===== src/hw/mhp_consts.svh =====
// Constants for the microprocessor host port
`ifndef MHP_CONSTS_SVH
`define MHP_CONSTS_SVH

// Port widths
`define MHP_ADDR_W 3
`define MHP_DATA_W 8

// Mode pin levels
`define MHP_MODE_SEPARATE 1'b0
`define MHP_MODE_STROBE_ACK 1'b1

// Direction pin levels
`define MHP_DIR_READ 1'b1
`define MHP_DIR_WRITE 1'b0

// Access latency bounds, in clock periods, strobe fall to completion
`define MHP_WR_LAT_MIN 4
`define MHP_WR_LAT_MAX 9
`define MHP_RD_LAT_MIN 8
`define MHP_RD_LAT_MAX 13

// Sampling costs one cycle, the registered answer one more
`define MHP_PIPE_CYCLES 2

// Width of the latency counter
`define MHP_CNT_W 4

// Reset value of the captured read data
`define MHP_RDATA_RST 8'h00

`endif


===== src/hw/mhp_pkg.sv =====
// Types shared by the microprocessor host port
package mhp_pkg;
   typedef logic [2:0] mhp_addr_t;
   typedef logic [7:0] mhp_data_t;
   typedef logic [3:0] mhp_cnt_t;

   typedef enum {
      MHP_IDLE,
      MHP_ACCESS,
      MHP_DONE
   } mhp_state_t;
endpackage : mhp_pkg


===== src/hw/mhp_port.sv =====
// Eight-bit parallel microprocessor host port with two handshake styles
// Overview of operation
// - Mode pin high picks strobe-ack handshake, low picks separate strobes.
// - Shared strobe is read strobe, or data strobe in acknowledge mode.
// - In acknowledge mode direction high requests a read, low a write; separate mode uses it as the active-low write strobe.
// - Completion shown on open-drain acknowledge pin; host provides pull-up.
// - Separate mode: ready rises within 9 clocks of write strobe fall.
// - Separate mode: reads of any address finish within 13 clocks.
// - Acknowledge mode: write acknowledged low within 9 clocks of strobe.
// - Acknowledge mode: read acknowledged low within 13 clocks of strobe.
// - Reset holds the port and its state idle until released.
`timescale 1ns/1ns
`include "mhp_consts.svh"

module mhp_port (
   input  wire logic             CLK_SYS,
   input  wire logic             RST,
   // Host pins
   input  wire logic             MODE_SEL,
   input  wire logic             CS_N,
   input  wire logic             DATA_STROBE_N,
   input  wire logic             RW_DIR,
   input  wire mhp_pkg::mhp_addr_t ADDR,
   input  wire mhp_pkg::mhp_data_t DATA_I,
   output mhp_pkg::mhp_data_t    DATA_O,
   output logic                  DATA_OE,
   output logic                  TRANSFER_ACK_N_O,
   output logic                  TRANSFER_ACK_N_OE,
   // Internal location side
   output logic                  LOC_WR_STB,
   output logic                  LOC_RD_STB,
   output mhp_pkg::mhp_addr_t    LOC_ADDR,
   output mhp_pkg::mhp_data_t    LOC_WDATA,
   input  wire mhp_pkg::mhp_data_t LOC_RDATA,
   input  wire logic             LOC_DONE,
   output logic                  LOC_LATE
);
   import mhp_pkg::*;

   mhp_state_t state_reg;
   mhp_state_t state_next;
   logic       mode_reg;
   logic       mode_next;
   logic       read_reg;
   logic       read_next;
   mhp_addr_t  addr_reg;
   mhp_addr_t  addr_next;
   mhp_data_t  wdata_reg;
   mhp_data_t  wdata_next;
   mhp_data_t  rdata_reg;
   mhp_data_t  rdata_next;
   logic       done_seen_reg;
   logic       done_seen_next;
   logic       issue_reg;
   logic       issue_next;
   logic       late_reg;
   logic       late_next;
   logic       ack_oe_reg;
   logic       ack_oe_next;
   logic       data_oe_reg;
   logic       data_oe_next;

   // Previous pin levels for falling edge detection
   logic       strobe_q_reg;
   logic       rw_q_reg;

   logic       strobe_fall;
   logic       rw_fall;
   logic       start;
   logic       start_read;
   logic       min_met;
   logic       expired;
   logic       finish;
   logic       released;

   // Pins are synchronous, so one register suffices for edges
   always_ff @(posedge CLK_SYS) begin
      if (RST) begin
         strobe_q_reg <= 1'b1;
         rw_q_reg     <= 1'b1;
      end else begin
         strobe_q_reg <= DATA_STROBE_N;
         rw_q_reg     <= RW_DIR;
      end
   end

   assign strobe_fall = strobe_q_reg & ~DATA_STROBE_N;
   assign rw_fall     = rw_q_reg & ~RW_DIR;

   // Start decode per handshake style, only while selected
   always_comb begin
      start      = 1'b0;
      start_read = 1'b0;
      if (!CS_N && state_reg == MHP_IDLE) begin
         if (MODE_SEL == `MHP_MODE_STROBE_ACK) begin
            // Data strobe qualifies both directions
            start      = strobe_fall;
            start_read = RW_DIR == `MHP_DIR_READ;
         end else begin
            // Read strobe and active-low write strobe are separate
            start      = strobe_fall | rw_fall;
            start_read = strobe_fall;
         end
      end
   end

   // Bounds the wait on the internal side
   mhp_deadline u_deadline (
      .CLK_SYS (CLK_SYS),
      .RST     (RST),
      .START   (start),
      .IS_READ (start_read),
      .MIN_MET (min_met),
      .EXPIRED (expired)
   );

   // Internal done may arrive early; hold answer until the minimum time
   assign finish = (min_met && (done_seen_reg || LOC_DONE)) || expired;

   // Host lets go of the strobe that opened the access
   always_comb begin
      if (mode_reg == `MHP_MODE_STROBE_ACK || read_reg) begin
         released = DATA_STROBE_N;
      end else begin
         released = RW_DIR;
      end
   end

   // Access sequencing
   always_comb begin
      state_next     = state_reg;
      mode_next      = mode_reg;
      read_next      = read_reg;
      addr_next      = addr_reg;
      wdata_next     = wdata_reg;
      rdata_next     = rdata_reg;
      done_seen_next = done_seen_reg;
      issue_next     = 1'b0;
      late_next      = 1'b0;
      case (state_reg)
         MHP_IDLE: begin
            // Mode is only followed between accesses
            mode_next = MODE_SEL;
            if (start) begin
               read_next      = start_read;
               addr_next      = ADDR;
               wdata_next     = DATA_I;
               done_seen_next = 1'b0;
               issue_next     = 1'b1;
               state_next     = MHP_ACCESS;
            end
         end
         MHP_ACCESS: begin
            if (LOC_DONE) begin
               done_seen_next = 1'b1;
            end
            if (LOC_DONE && read_reg && !done_seen_reg) begin
               rdata_next = LOC_RDATA;
            end
            if (finish) begin
               // Forced finish flags an internal side that was too slow
               late_next  = expired && !(done_seen_reg || LOC_DONE);
               state_next = MHP_DONE;
            end
         end
         MHP_DONE: begin
            if (released) begin
               state_next = MHP_IDLE;
            end
         end
         default: begin
            state_next = MHP_IDLE;
         end
      endcase
   end

   // Acknowledge pin and data drivers
   always_comb begin
      ack_oe_next  = 1'b0;
      data_oe_next = 1'b0;
      if (mode_next == `MHP_MODE_STROBE_ACK) begin
         // Pulled low once the access has completed
         ack_oe_next = state_next == MHP_DONE;
      end else begin
         // Held low while busy; released pin reads as ready
         ack_oe_next = state_next == MHP_ACCESS;
      end
      // Drive only while the selected read is still strobed
      data_oe_next = state_next == MHP_DONE && read_next && !CS_N &&
                     !DATA_STROBE_N;
   end

   always_ff @(posedge CLK_SYS) begin
      if (RST) begin
         state_reg     <= MHP_IDLE;
         mode_reg      <= `MHP_MODE_SEPARATE;
         read_reg      <= 1'b0;
         addr_reg      <= '0;
         wdata_reg     <= '0;
         rdata_reg     <= `MHP_RDATA_RST;
         done_seen_reg <= 1'b0;
         issue_reg     <= 1'b0;
         late_reg      <= 1'b0;
         ack_oe_reg    <= 1'b0;
         data_oe_reg   <= 1'b0;
      end else begin
         state_reg     <= state_next;
         mode_reg      <= mode_next;
         read_reg      <= read_next;
         addr_reg      <= addr_next;
         wdata_reg     <= wdata_next;
         rdata_reg     <= rdata_next;
         done_seen_reg <= done_seen_next;
         issue_reg     <= issue_next;
         late_reg      <= late_next;
         ack_oe_reg    <= ack_oe_next;
         data_oe_reg   <= data_oe_next;
      end
   end

   // Open drain: the pin only ever pulls low
   assign TRANSFER_ACK_N_O  = 1'b0;
   assign TRANSFER_ACK_N_OE = ack_oe_reg;
   assign DATA_O            = rdata_reg;
   assign DATA_OE           = data_oe_reg;

   // Internal strobes are single-cycle pulses
   assign LOC_WR_STB = issue_reg & ~read_reg;
   assign LOC_RD_STB = issue_reg & read_reg;
   assign LOC_ADDR   = addr_reg;
   assign LOC_WDATA  = wdata_reg;
   assign LOC_LATE   = late_reg;
endmodule : mhp_port


===== src/hw/mhp_deadline.sv =====
// Latency counter that bounds each host access
`timescale 1ns/1ns
`include "mhp_consts.svh"

module mhp_deadline (
   input  wire logic             CLK_SYS,
   input  wire logic             RST,
   input  wire logic             START,
   input  wire logic             IS_READ,
   output logic                  MIN_MET,
   output logic                  EXPIRED
);
   import mhp_pkg::*;

   // Counts seen from the first sampled cycle of the strobe
   localparam mhp_cnt_t WR_MIN_CNT =
      mhp_cnt_t'(`MHP_WR_LAT_MIN - `MHP_PIPE_CYCLES);
   localparam mhp_cnt_t WR_MAX_CNT =
      mhp_cnt_t'(`MHP_WR_LAT_MAX - `MHP_PIPE_CYCLES);
   localparam mhp_cnt_t RD_MIN_CNT =
      mhp_cnt_t'(`MHP_RD_LAT_MIN - `MHP_PIPE_CYCLES);
   localparam mhp_cnt_t RD_MAX_CNT =
      mhp_cnt_t'(`MHP_RD_LAT_MAX - `MHP_PIPE_CYCLES);

   mhp_cnt_t cnt_reg;
   mhp_cnt_t cnt_next;
   logic     rd_reg;
   logic     rd_next;

   // Restart on every access, saturate at the top
   always_comb begin
      cnt_next = cnt_reg;
      rd_next  = rd_reg;
      if (START) begin
         cnt_next = '0;
         rd_next  = IS_READ;
      end else if (cnt_reg != '1) begin
         cnt_next = cnt_reg + mhp_cnt_t'(1);
      end
   end

   always_ff @(posedge CLK_SYS) begin
      if (RST) begin
         cnt_reg <= '1;
         rd_reg  <= 1'b0;
      end else begin
         cnt_reg <= cnt_next;
         rd_reg  <= rd_next;
      end
   end

   // Reads get the longer window
   assign MIN_MET = cnt_reg >= (rd_reg ? RD_MIN_CNT : WR_MIN_CNT);
   assign EXPIRED = cnt_reg >= (rd_reg ? RD_MAX_CNT : WR_MAX_CNT);
endmodule : mhp_deadline


===== config.mk =====
export PLATFORM = sky130hd
export DESIGN_NAME = mhp_port
export DESIGN_NICKNAME = d
export VERILOG_FILES = /design/src/hw/mhp_pkg.sv /design/src/hw/mhp_port.sv /design/src/hw/mhp_deadline.sv
export VERILOG_INCLUDE_DIRS = /design/src /design/src/hw
export SDC_FILE = /design/constraint.sdc
export NUM_CORES = 1
export LEC_CHECK = 0
export ABC_AREA = 1
export BUFFER_PORTS_ARGS = -buffer_cell sky130_fd_sc_hd__buf_2
export CAP_MARGIN = 20
export CORE_MARGIN = 2
export CORE_UTILIZATION = 52
export DETAILED_ROUTE_END_ITERATION = 12
export HOLD_SLACK_MARGIN = 0.1
export PLACE_DENSITY = 0.77
export RECOVER_POWER = 25
export SLEW_MARGIN = 20
export SYNTH_ARGS = -nofsm -noshare
export SYNTH_HDL_FRONTEND = slang
export SYNTH_SLANG_ARGS = --single-unit

===== constraint.sdc =====
create_clock -name CLK_SYS -period 1.9 [get_ports CLK_SYS]
set_clock_uncertainty 0.05 [all_clocks]
set_input_delay 0.285 -clock CLK_SYS [delete_from_list [all_inputs] [get_ports CLK_SYS]]
set_output_delay 0.285 -clock CLK_SYS [all_outputs]
set_load 0.01 [all_outputs]

==> flow_summary.json, run 1 <==
{
  "drtIter0Drc": 93,
  "dieArea_um2": 5000,
  "clkLatencyLatePin_ns": 0.34,
  "synth_area_leader_cell": "dfxtp_1",
  "clk_path_buf_depth": 2,
  "final_cells": 424,
  "cts_setup_buffers": 0,
  "fp-row-count": 24,
  "yosys_warnings": 0,
  "vias_per_cell": 4.44,
  "power.density_nw_per_um2": 1060,
  "dieHeight_um": 70.7,
  "syn-cell-area_um2": 2310,
  "fmax_mhz": 608,
  "fin_nets": 398,
  "synthArstFlopShare": 0,
  "setup_tns_ns": 0,
  "die_x_um": 70.7,
  "cp_max_fo": 3,
  "grt-ovfl-total": 0,
  "antenna_left": 0,
  "crit_required_ns": 2.12,
  "final-hold-violation-count": 0,
  "synth_cell_types": 23,
  "setup_viol": 0,
  "synthTopCellsByArea": "dfxtp_1 (56%), nand2_1 (9.2%), nor2_1 (8.9%)",
  "syn_inst": 282,
  "grt_pass1_vias": 1758,
  "drv_cap": 0,
  "wire_per_inst_um": 9.68,
  "gp_congestion": 0.830,
  "p_seq_frac": 0.483,
  "io_pins": 51,
  "netSwitchingFraction": 0.238,
  "yosys-top-cells-count": "dfxtp_1 (65), nand2_1 (57), nor2_1 (55)",
  "slowest_delay_ns": 0.36,
  "area_delta_synth_final_pct": 25.6,
  "crit_path_top_delay_cell": "dfxtp_1",
  "clock_sink_count": 65,
  "leakagePower_nw": 1.38,
  "yosysMostFrequentCell": "dfxtp_1",
  "synth_edf_count": 0,
  "start_kind": "register",
  "ir_worst_vdd_v": 0.000599,
  "path_class": "reg2reg",
  "htreeDepth": 3,
  "cts_root_buf": "clkbuf_8",
  "critPathBufInv": 1,
  "power.switching_mw": 0.736,
  "crit_chain": "inv_1 > ha_1 > nand2_1 > nand2_1 > a21oi_1 > nand2_1 > nor2_1 > nand2_1 > nand2_1 > nand2_1 > a21oi_2",
  "yosys.area.top_type_share": 0.562,
  "cts_made_buffers": 9,
  "maxSlewViolCount": 0,
  "first_pass_iters": 4,
  "antenna_found_initial": 0,
  "drive_gt1_frac": 0.177,
  "grt_pass1_wl_um": 7180,
  "p_comb_frac": 0.110,
  "internal-power_mw": 2.36,
  "largest_reg_flops": 32,
  "ys_dominant_reg_cell": "dfxtp_1",
  "cts_tree": "built",
  "clkTransAtPathRegs_ns": 0.07,
  "ys_seq_area_frac": 0.562,
  "top_layer_used": "met4",
  "portBuffers": 49,
  "core-area_um2": 4320,
  "status": "complete, no violations",
  "ys_ff_latch": 65,
  "arrival_ns": 1.86,
  "finalCritPeriodShare": 0.865,
  "num_antenna_cells": 0,
  "postSynthAreaPerCell_um2": 8.20,
  "initial_core_util": 0.535,
  "crit_path_end_kind": "register",
  "grt_setup_unrepaired": "false",
  "wl_met2_um": 1830,
  "grt_use_total": 0.184,
  "hold_class": "in2reg",
  "finalCriticalPeriod_ns": 1.64,
  "dr_wl_met3_um": 290,
  "met1_length_um": 1850,
  "hpwl_um": 2950,
  "clockPowerShare": 0.407,
  "vias": 1883,
  "routed_wirelength_um": 4110,
  "drc": 0,
  "grt_max_degree": 22,
  "dp.cells": 408,
  "crit_family": "simple AND/OR/NAND/NOR gates",
  "cp_common_cell": "nand2_1"
}
[worst paths after layout]
check                                        from                 to  cells after the start  slack (ns)
worst min-delay path                DATA_STROBE_N       strobe_q_reg                      3        0.13
worst min register to register          DATA_O[2]          DATA_O[2]                      2        0.41
worst max register to register  u_deadline.rd_reg  TRANSFER_ACK_N_OE                     11        0.26
worst max-delay path            u_deadline.rd_reg  TRANSFER_ACK_N_OE                     11        0.26
[timing repair]
| action | CTS | global route |
|---|---|---|
| hold buffers | 0 | 0 |
| resized for setup | 0 | 1 |
| endpoints found under the setup margin | 0 | 1 |
[worst reg2reg max path, cell delays in order, from the launching register on]
cell and delay [ns]:
dfxtp_1 0.36, inv_1 0.08, ha_1 0.30, nand2_1 0.07
nand2_1 0.04, a21oi_1 0.15, nand2_1 0.11, nor2_1 0.09
nand2_1 0.08, nand2_1 0.07, nand2_1 0.07, a21oi_2 0.11
[per-stage QoR]
step           total power, mW  utilization  instance area, µm²  hold slack [ns]  setup WS, ns
2_1_floorplan             1.77            -                2430            0.332         0.464
6_report                  3.09        0.672                2910            0.128         0.256
3_5_place_dp              1.86        0.624                2700            0.401         0.207
4_1_cts                   3.12        0.675                2920            0.112         0.218
3_3_place_gp              1.85        0.624                2700            0.397         0.230
5_1_grt                   3.25        0.672                2910            0.132        0.0201
[cell families after synthesis]
group                      Yosys count  share of synthesized area
AOI/OAI and AO/OA                   35                     0.0784
xor gates and xnor gates             1                    0.00379
adders and majority gates            5                     0.0270
buffers and inverters               32                     0.0649
DFF                                 65                      0.562
other                                1                    0.00162
and+or+nand+nor                    143                      0.262
[cell type report]
class | instances | area (µm²)
Timing Repair Buffer | 52 | 253
Sequential cell | 65 | 1300
Tap cell | 52 | 65.1
Inverter | 24 | 92.6
Fill cell | 379 | 1420
Clock inverter | 5 | 78.8
Clock buffer | 11 | 141
Multi-Input combinational cell | 215 | 975
[cell usage in the layout, fill, tap and decap left out]
cell / Yosys / routed
a21oi_1: 17 / 17
a21oi_2: 1 / 1
buf_2: 0 / 37
buf_4: 2 / 3
bufinv_16: 0 / 2
clkbuf_1: 3 / 13
clkbuf_8: 0 / 10
clkinv_2: 0 / 2
clkinv_4: 0 / 1
conb_1: 1 / 31
dfxtp_1: 65 / 65
ha_1: 5 / 5
inv_1: 23 / 23
inv_4: 0 / 1
nand2_1: 57 / 57
nand2_2: 1 / 1
nand2_4: 1 / 1
nand3_1: 20 / 20
nand3b_1: 1 / 1
nor2_1: 55 / 55
nor2_2: 3 / 3
nor2_4: 2 / 2
nor4_1: 1 / 1
o21ai_0: 16 / 16
o21bai_1: 1 / 1
or2_2: 2 / 2
xor2_1: 1 / 1
[power by group through the flow]
| stage | clock [mW] | combinational [mW] | sequential [mW] |
|---|---|---|---|
| 2_1_floorplan | 0 | 0.261 | 1.51 |
| 3_3_place_gp | 0 | 0.325 | 1.52 |
| 3_5_place_dp | 0 | 0.334 | 1.53 |
| 4_1_cts | 1.28 | 0.337 | 1.50 |
| 5_1_grt | 1.34 | 0.405 | 1.51 |
| 6_report | 1.26 | 0.340 | 1.50 |
[routing by layer]
layer / GRT usage / vias to the layer above
met3: 0.0613 / 13
met2: 0.291 / 56
met4: 0.111 / 0
li1: - / 1029
met5: 0 / -
met1: 0.216 / 785
(Power assumes the default switching activity.)
==> run 2: changes to the inputs <==
--- a/config.mk
+++ b/config.mk
@@ -7,12 +7,12 @@
 export NUM_CORES = 1
 export LEC_CHECK = 0
-export ABC_AREA = 1
+export ABC_AREA = 0
 export BUFFER_PORTS_ARGS = -buffer_cell sky130_fd_sc_hd__buf_2
 export CAP_MARGIN = 20
 export CORE_MARGIN = 2
-export CORE_UTILIZATION = 52
+export CORE_UTILIZATION = 51
 export DETAILED_ROUTE_END_ITERATION = 12
 export HOLD_SLACK_MARGIN = 0.1
-export PLACE_DENSITY = 0.77
+export PLACE_DENSITY = 0.76
 export RECOVER_POWER = 25
 export SLEW_MARGIN = 20
--- a/constraint.sdc
+++ b/constraint.sdc
@@ -3,3 +3,3 @@
 set_input_delay 0.285 -clock CLK_SYS [delete_from_list [all_inputs] [get_ports CLK_SYS]]
 set_output_delay 0.285 -clock CLK_SYS [all_outputs]
-set_load 0.01 [all_outputs]
+set_load 0.005 [all_outputs]
==> flow_summary.json, run 2 <==
{
  "grt_setup_unrepaired": "true",
  "vias": 1593,
  "drc": 0,
  "grt_busiest_layer": "met2",
  "fp-row-count": 23,
  "initial_core_util": 0.531,
  "yosysMostFrequentCell": "dfxtp_1",
  "dp.cells": 328,
  "path_class": "reg2reg",
  "grt_use_total": 0.203,
  "power.density_nw_per_um2": 919,
  "grt_pass1_wl_um": 6710,
  "syn_inst": 186,
  "portBuffers": 49,
  "status": "finished with violations",
  "synthArstFlopShare": 0,
  "start_kind": "register",
  "crit_path_end_kind": "register",
  "drv_cap": 0,
  "final-hold-violation-count": 0,
  "crit_family": "simple AND/OR/NAND/NOR gates",
  "synth_cell_types": 36,
  "layout_commonest_cell": "dfxtp_1",
  "arrival_ns": 2.13,
  "clkLatencyLatePin_ns": 0.33,
  "ys_ff_latch": 65,
  "antenna_found_initial": 0,
  "htreeDepth": 3,
  "wire_per_inst_um": 13.1,
  "synth_area_leader_cell": "dfxtp_1",
  "drive_gt1_frac": 0.357,
  "cp_max_fo": 2,
  "ys_seq_area_frac": 0.608,
  "die_x_um": 68.8,
  "yosys_warnings": 0,
  "hpwl_um": 2850,
  "area_delta_synth_final_pct": 39.5,
  "nFillCells": 287,
  "synthTopCellsByArea": "dfxtp_1 (61%), mux2i_1 (9.4%), nor2_1 (5.1%)",
  "dieHeight_um": 68.8,
  "clock_sink_count": 65,
  "yosys-top-cells-count": "dfxtp_1 (65), nor2_1 (29), mux2i_1 (20)",
  "slowest_delay_ns": 0.36,
  "finalCritPeriodShare": 1.04,
  "clockPowerShare": 0.389,
  "gp_congestion": 0.770,
  "cts_made_buffers": 9,
  "core-area_um2": 4030,
  "synth_edf_count": 0,
  "netSwitchingFraction": 0.225,
  "setup_viol": 17,
  "cts_tree": "built",
  "clkTransAtPathRegs_ns": 0.07,
  "p_seq_frac": 0.529,
  "crit_required_ns": 2.06,
  "num_antenna_cells": 0,
  "p_comb_frac": 0.082,
  "crit_path_top_delay_cell": "mux2_2",
  "hold_class": "in2reg",
  "fin_nets": 324,
  "placed_area_um2": 2650,
  "fmax_mhz": 508,
  "critPathBufInv": 0,
  "yosys.area.top_type_share": 0.608,
  "hold_slack_ns": 0.140,
  "use_met1": 0.243,
  "violations": "setup timing",
  "ir_worst_vdd_v": 0.000874,
  "drtIter0Drc": 84,
  "largest_reg_flops": 32,
  "cts_root_buf": "clkbuf_8",
  "grt_pass1_vias": 1489,
  "ys_dominant_reg_cell": "dfxtp_1",
  "leakagePower_nw": 1.35,
  "syn-cell-area_um2": 2140,
  "clk_path_buf_depth": 2,
  "grt-ovfl-total": 0,
  "io_pins": 51,
  "pre_cts_ws_ns": -0.109,
  "setup_ws_ns": -0.0691,
  "internal-power_mw": 2.12,
  "first_pass_iters": 4,
  "power.switching_mw": 0.618,
  "crit_chain": "nor4_1 > nand4_1 > nor4_2 > mux2i_1 > mux2_2",
  "final_cell_mix": "dfxtp_1 (62), buf_2 (49), conb_1 (31)",
  "vias_per_cell": 4.59,
  "final_cells": 347,
  "finalCriticalPeriod_ns": 1.97,
  "grt_max_degree": 33,
  "maxSlewViolCount": 0,
  "met3_usage": 0.0877,
  "dieArea_um2": 4730,
  "finish.instance_area_um2": 2980,
  "postCtsHoldBufs": 0,
  "antenna_left": 0,
  "postSynthAreaPerCell_um2": 11.5,
  "grt_use_met2": 0.313,
  "routed_wirelength_um": 4540,
  "power_mw": 2.74
}
[run 2: kinds of logic after synthesis]
logic type / count (synthesis) / share of synthesized area
XOR/XNOR: 1 / 0.00409
flip-flops: 65 / 0.608
AO/OA/AOI/OAI: 16 / 0.0532
AND/OR/NAND/NOR: 68 / 0.173
multiplexers: 22 / 0.104
other: 1 / 0.00175
buffers and inverters: 8 / 0.0269
adder cells (fa/ha/maj): 5 / 0.0292
[run 2: worst min-delay path, delay by kind of cell]
kind,cells,cell delay (ns)
simple gates,1,0.07
mux,1,0.06
buf+inv,1,0.08
[run 2: per-stage QoR]
| stage | utilization | setup TNS [ns] |
|---|---|---|
| floorplan | - | 0 |
| CTS | 0.720 | -0.0382 |
| finish | 0.741 | -0.534 |
| global placement | 0.658 | -0.702 |
| detailed placement | 0.658 | -1.22 |
| global route | 0.741 | -3.11 |
[run 2: layout make-up]
class | instances | area (µm²) | area share
repair buffers | 72 | 440 | 0.148
well taps | 50 | 62.6 | 0.0210
flip-flops and latches | 65 | 1310 | 0.437
clock inverters | 3 | 42.5 | 0.0143
clock buffers | 12 | 135 | 0.0453
multi-input cells | 143 | 991 | 0.332
inverters | 2 | 7.51 | 0.00252
[run 2: path summary, 6_finish.rpt]
kind	start	to	slack [ns]	cells after the start
worst max-delay path	state_reg[26]	TRANSFER_ACK_N_OE	-0.07	5
worst min-delay path	ADDR[2]	LOC_ADDR[2]	0.14	3
worst max register to register	state_reg[26]	TRANSFER_ACK_N_OE	-0.07	5
worst min register to register	DATA_O[4]	DATA_O[4]	0.43	2
[run 2: power groups by stage]
stage          Combinational (mW)  Clock, mW  Sequential [mW]
5_1_grt                     0.247       1.15             1.45
3_3_place_gp                0.197          0             1.47
6_report                    0.225       1.07             1.45
4_1_cts                     0.204       1.09             1.44
3_5_place_dp                0.201          0             1.47
2_1_floorplan               0.126          0             1.46
[run 2: repair_timing]
| action | 4_1_cts | 5_1_grt |
|---|---|---|
| pin swaps | 2 | 11 |
| setup buffers | 2 | 2 |
| resized for setup | 11 | 14 |
| endpoints found under the hold margin | 0 | 0 |
| setup endpoints to repair | 16 | 27 |
| cloned | 0 | 0 |
[run 2: layer usage]
metal,vias up,wire length [µm]
met3,8,226
li1,828,-
met2,35,2260
met1,722,1980
met4,0,71
met5,-,0
==> run 3: changes to the inputs <==
ABC_AREA = 1   (was 0)
CORE_UTILIZATION = 52   (was 51)
PLACE_DENSITY = 0.77   (was 0.76)
==> flow_summary.json, run 3 (synthesis gave the netlist of run 1 again) <==
{
  "power.density_nw_per_um2": 1060,
  "drive_gt1_frac": 0.204,
  "grt_pass1_wl_um": 7180,
  "final_cell_mix": "dfxtp_1 (65), nand2_1 (57), nor2_1 (55)",
  "nFillCells": 372,
  "crit_required_ns": 2.12,
  "core-area_um2": 4320,
  "finalCritPeriodShare": 0.865,
  "dp.cells": 408,
  "cts_setup_buffers": 0,
  "clkLatencyLatePin_ns": 0.34,
  "hold_class": "in2reg",
  "final_cells": 424,
  "multi_input_area_um2": 975,
  "grt_max_degree": 22,
  "fp-row-count": 24,
  "maxSlewViolCount": 0,
  "drc": 0,
  "crit_path_end_kind": "register",
  "layout_commonest_cell": "dfxtp_1",
  "status": "complete, no violations",
  "antenna_found_initial": 0,
  "postCtsHoldBufs": 0,
  "use_met1": 0.216,
  "path_class": "reg2reg",
  "cp_max_fo": 3,
  "first_pass_iters": 5,
  "ir_worst_vdd_v": 0.000600,
  "finish.instance_area_um2": 2920,
  "area_delta_synth_final_pct": 26.2,
  "cts_tree": "built",
  "clock_sink_count": 65,
  "seqCellArea_um2": 1300,
  "power_mw": 3.09,
  "finish.utilization": 0.675,
  "grt_use_met2": 0.291,
  "antenna_left": 0,
  "fin_nets": 398,
  "pre_cts_ws_ns": 0.207,
  "clk_path_buf_depth": 2,
  "dieHeight_um": 70.7,
  "clkTransAtPathRegs_ns": 0.07,
  "grt_pass1_vias": 1758,
  "drtIter0Drc": 87,
  "hpwl_um": 2950,
  "grt_busiest_layer": "met2",
  "finalCriticalPeriod_ns": 1.64,
  "dieArea_um2": 5000,
  "gp_congestion": 0.830,
  "die_x_um": 70.7,
  "cts-resized-gates": 0,
  "grt_setup_unrepaired": "false",
  "htreeDepth": 3,
  "vias_per_cell": 4.44,
  "cts_made_buffers": 9,
  "num_antenna_cells": 0,
  "wire_per_inst_um": 9.71,
  "placed_area_um2": 2700,
  "cts_root_buf": "clkbuf_8",
  "vias": 1883,
  "arrival_ns": 1.86,
  "setup_tns_ns": 0,
  "io_pins": 51,
  "routed_wirelength_um": 4120,
  "drv_cap": 0,
  "leakagePower_nw": 1.42,
  "final-hold-violation-count": 0,
  "start_kind": "register",
  "largest_reg_flops": 32,
  "setup_ws_ns": 0.256,
  "fmax_mhz": 608,
  "grt_use_total": 0.184,
  "met3_usage": 0.0613,
  "hold_slack_ns": 0.127,
  "portBuffers": 49,
  "setup_viol": 0,
  "initial_core_util": 0.535,
  "grt-ovfl-total": 0
}
## run 3: per-layer routing
metal	routed length [µm]	share of wire
met3	287	0.070
met2	1830	0.44
met1	1870	0.45
met4	137	0.033
met5	0	0
## run 3: power by group
part	internal [mW]	leakage (nW)	total (mW)	switching, mW
Combinational	0.147	0.773	0.339	0.192
Clock	0.772	0.113	1.26	0.488
Sequential	1.44	0.537	1.50	0.0578
## run 3: path summary, 6_finish.rpt
| kind | start | to | slack [ns] | cells after the start |
|---|---|---|---|---|
| worst max register to register | u_deadline.rd_reg | TRANSFER_ACK_N_OE | 0.26 | 11 |
| worst min register to register | DATA_O[2] | DATA_O[2] | 0.41 | 2 |
| worst min-delay path | DATA_STROBE_N | strobe_q_reg | 0.13 | 3 |
| worst max-delay path | u_deadline.rd_reg | TRANSFER_ACK_N_OE | 0.26 | 11 |
## run 3: critical path: stages, from the launching register on
cell	delay (ns)
dfxtp_1	0.36
inv_1	0.08
ha_1	0.30
nand2_1	0.07
nand2_1	0.04
a21oi_1	0.15
nand2_1	0.11
nor2_1	0.09
nand2_1	0.08
nand2_1	0.07
nand2_1	0.07
a21oi_2	0.11
## run 3: cell type report
| type | count | area share |
|---|---|---|
| Clock buffer | 11 | 0.0484 |
| Multi-Input combinational cell | 215 | 0.334 |
| Clock inverter | 5 | 0.0270 |
| Timing Repair Buffer | 52 | 0.0909 |
| Sequential cell | 65 | 0.446 |
| Tap cell | 52 | 0.0223 |
| Inverter | 24 | 0.0317 |
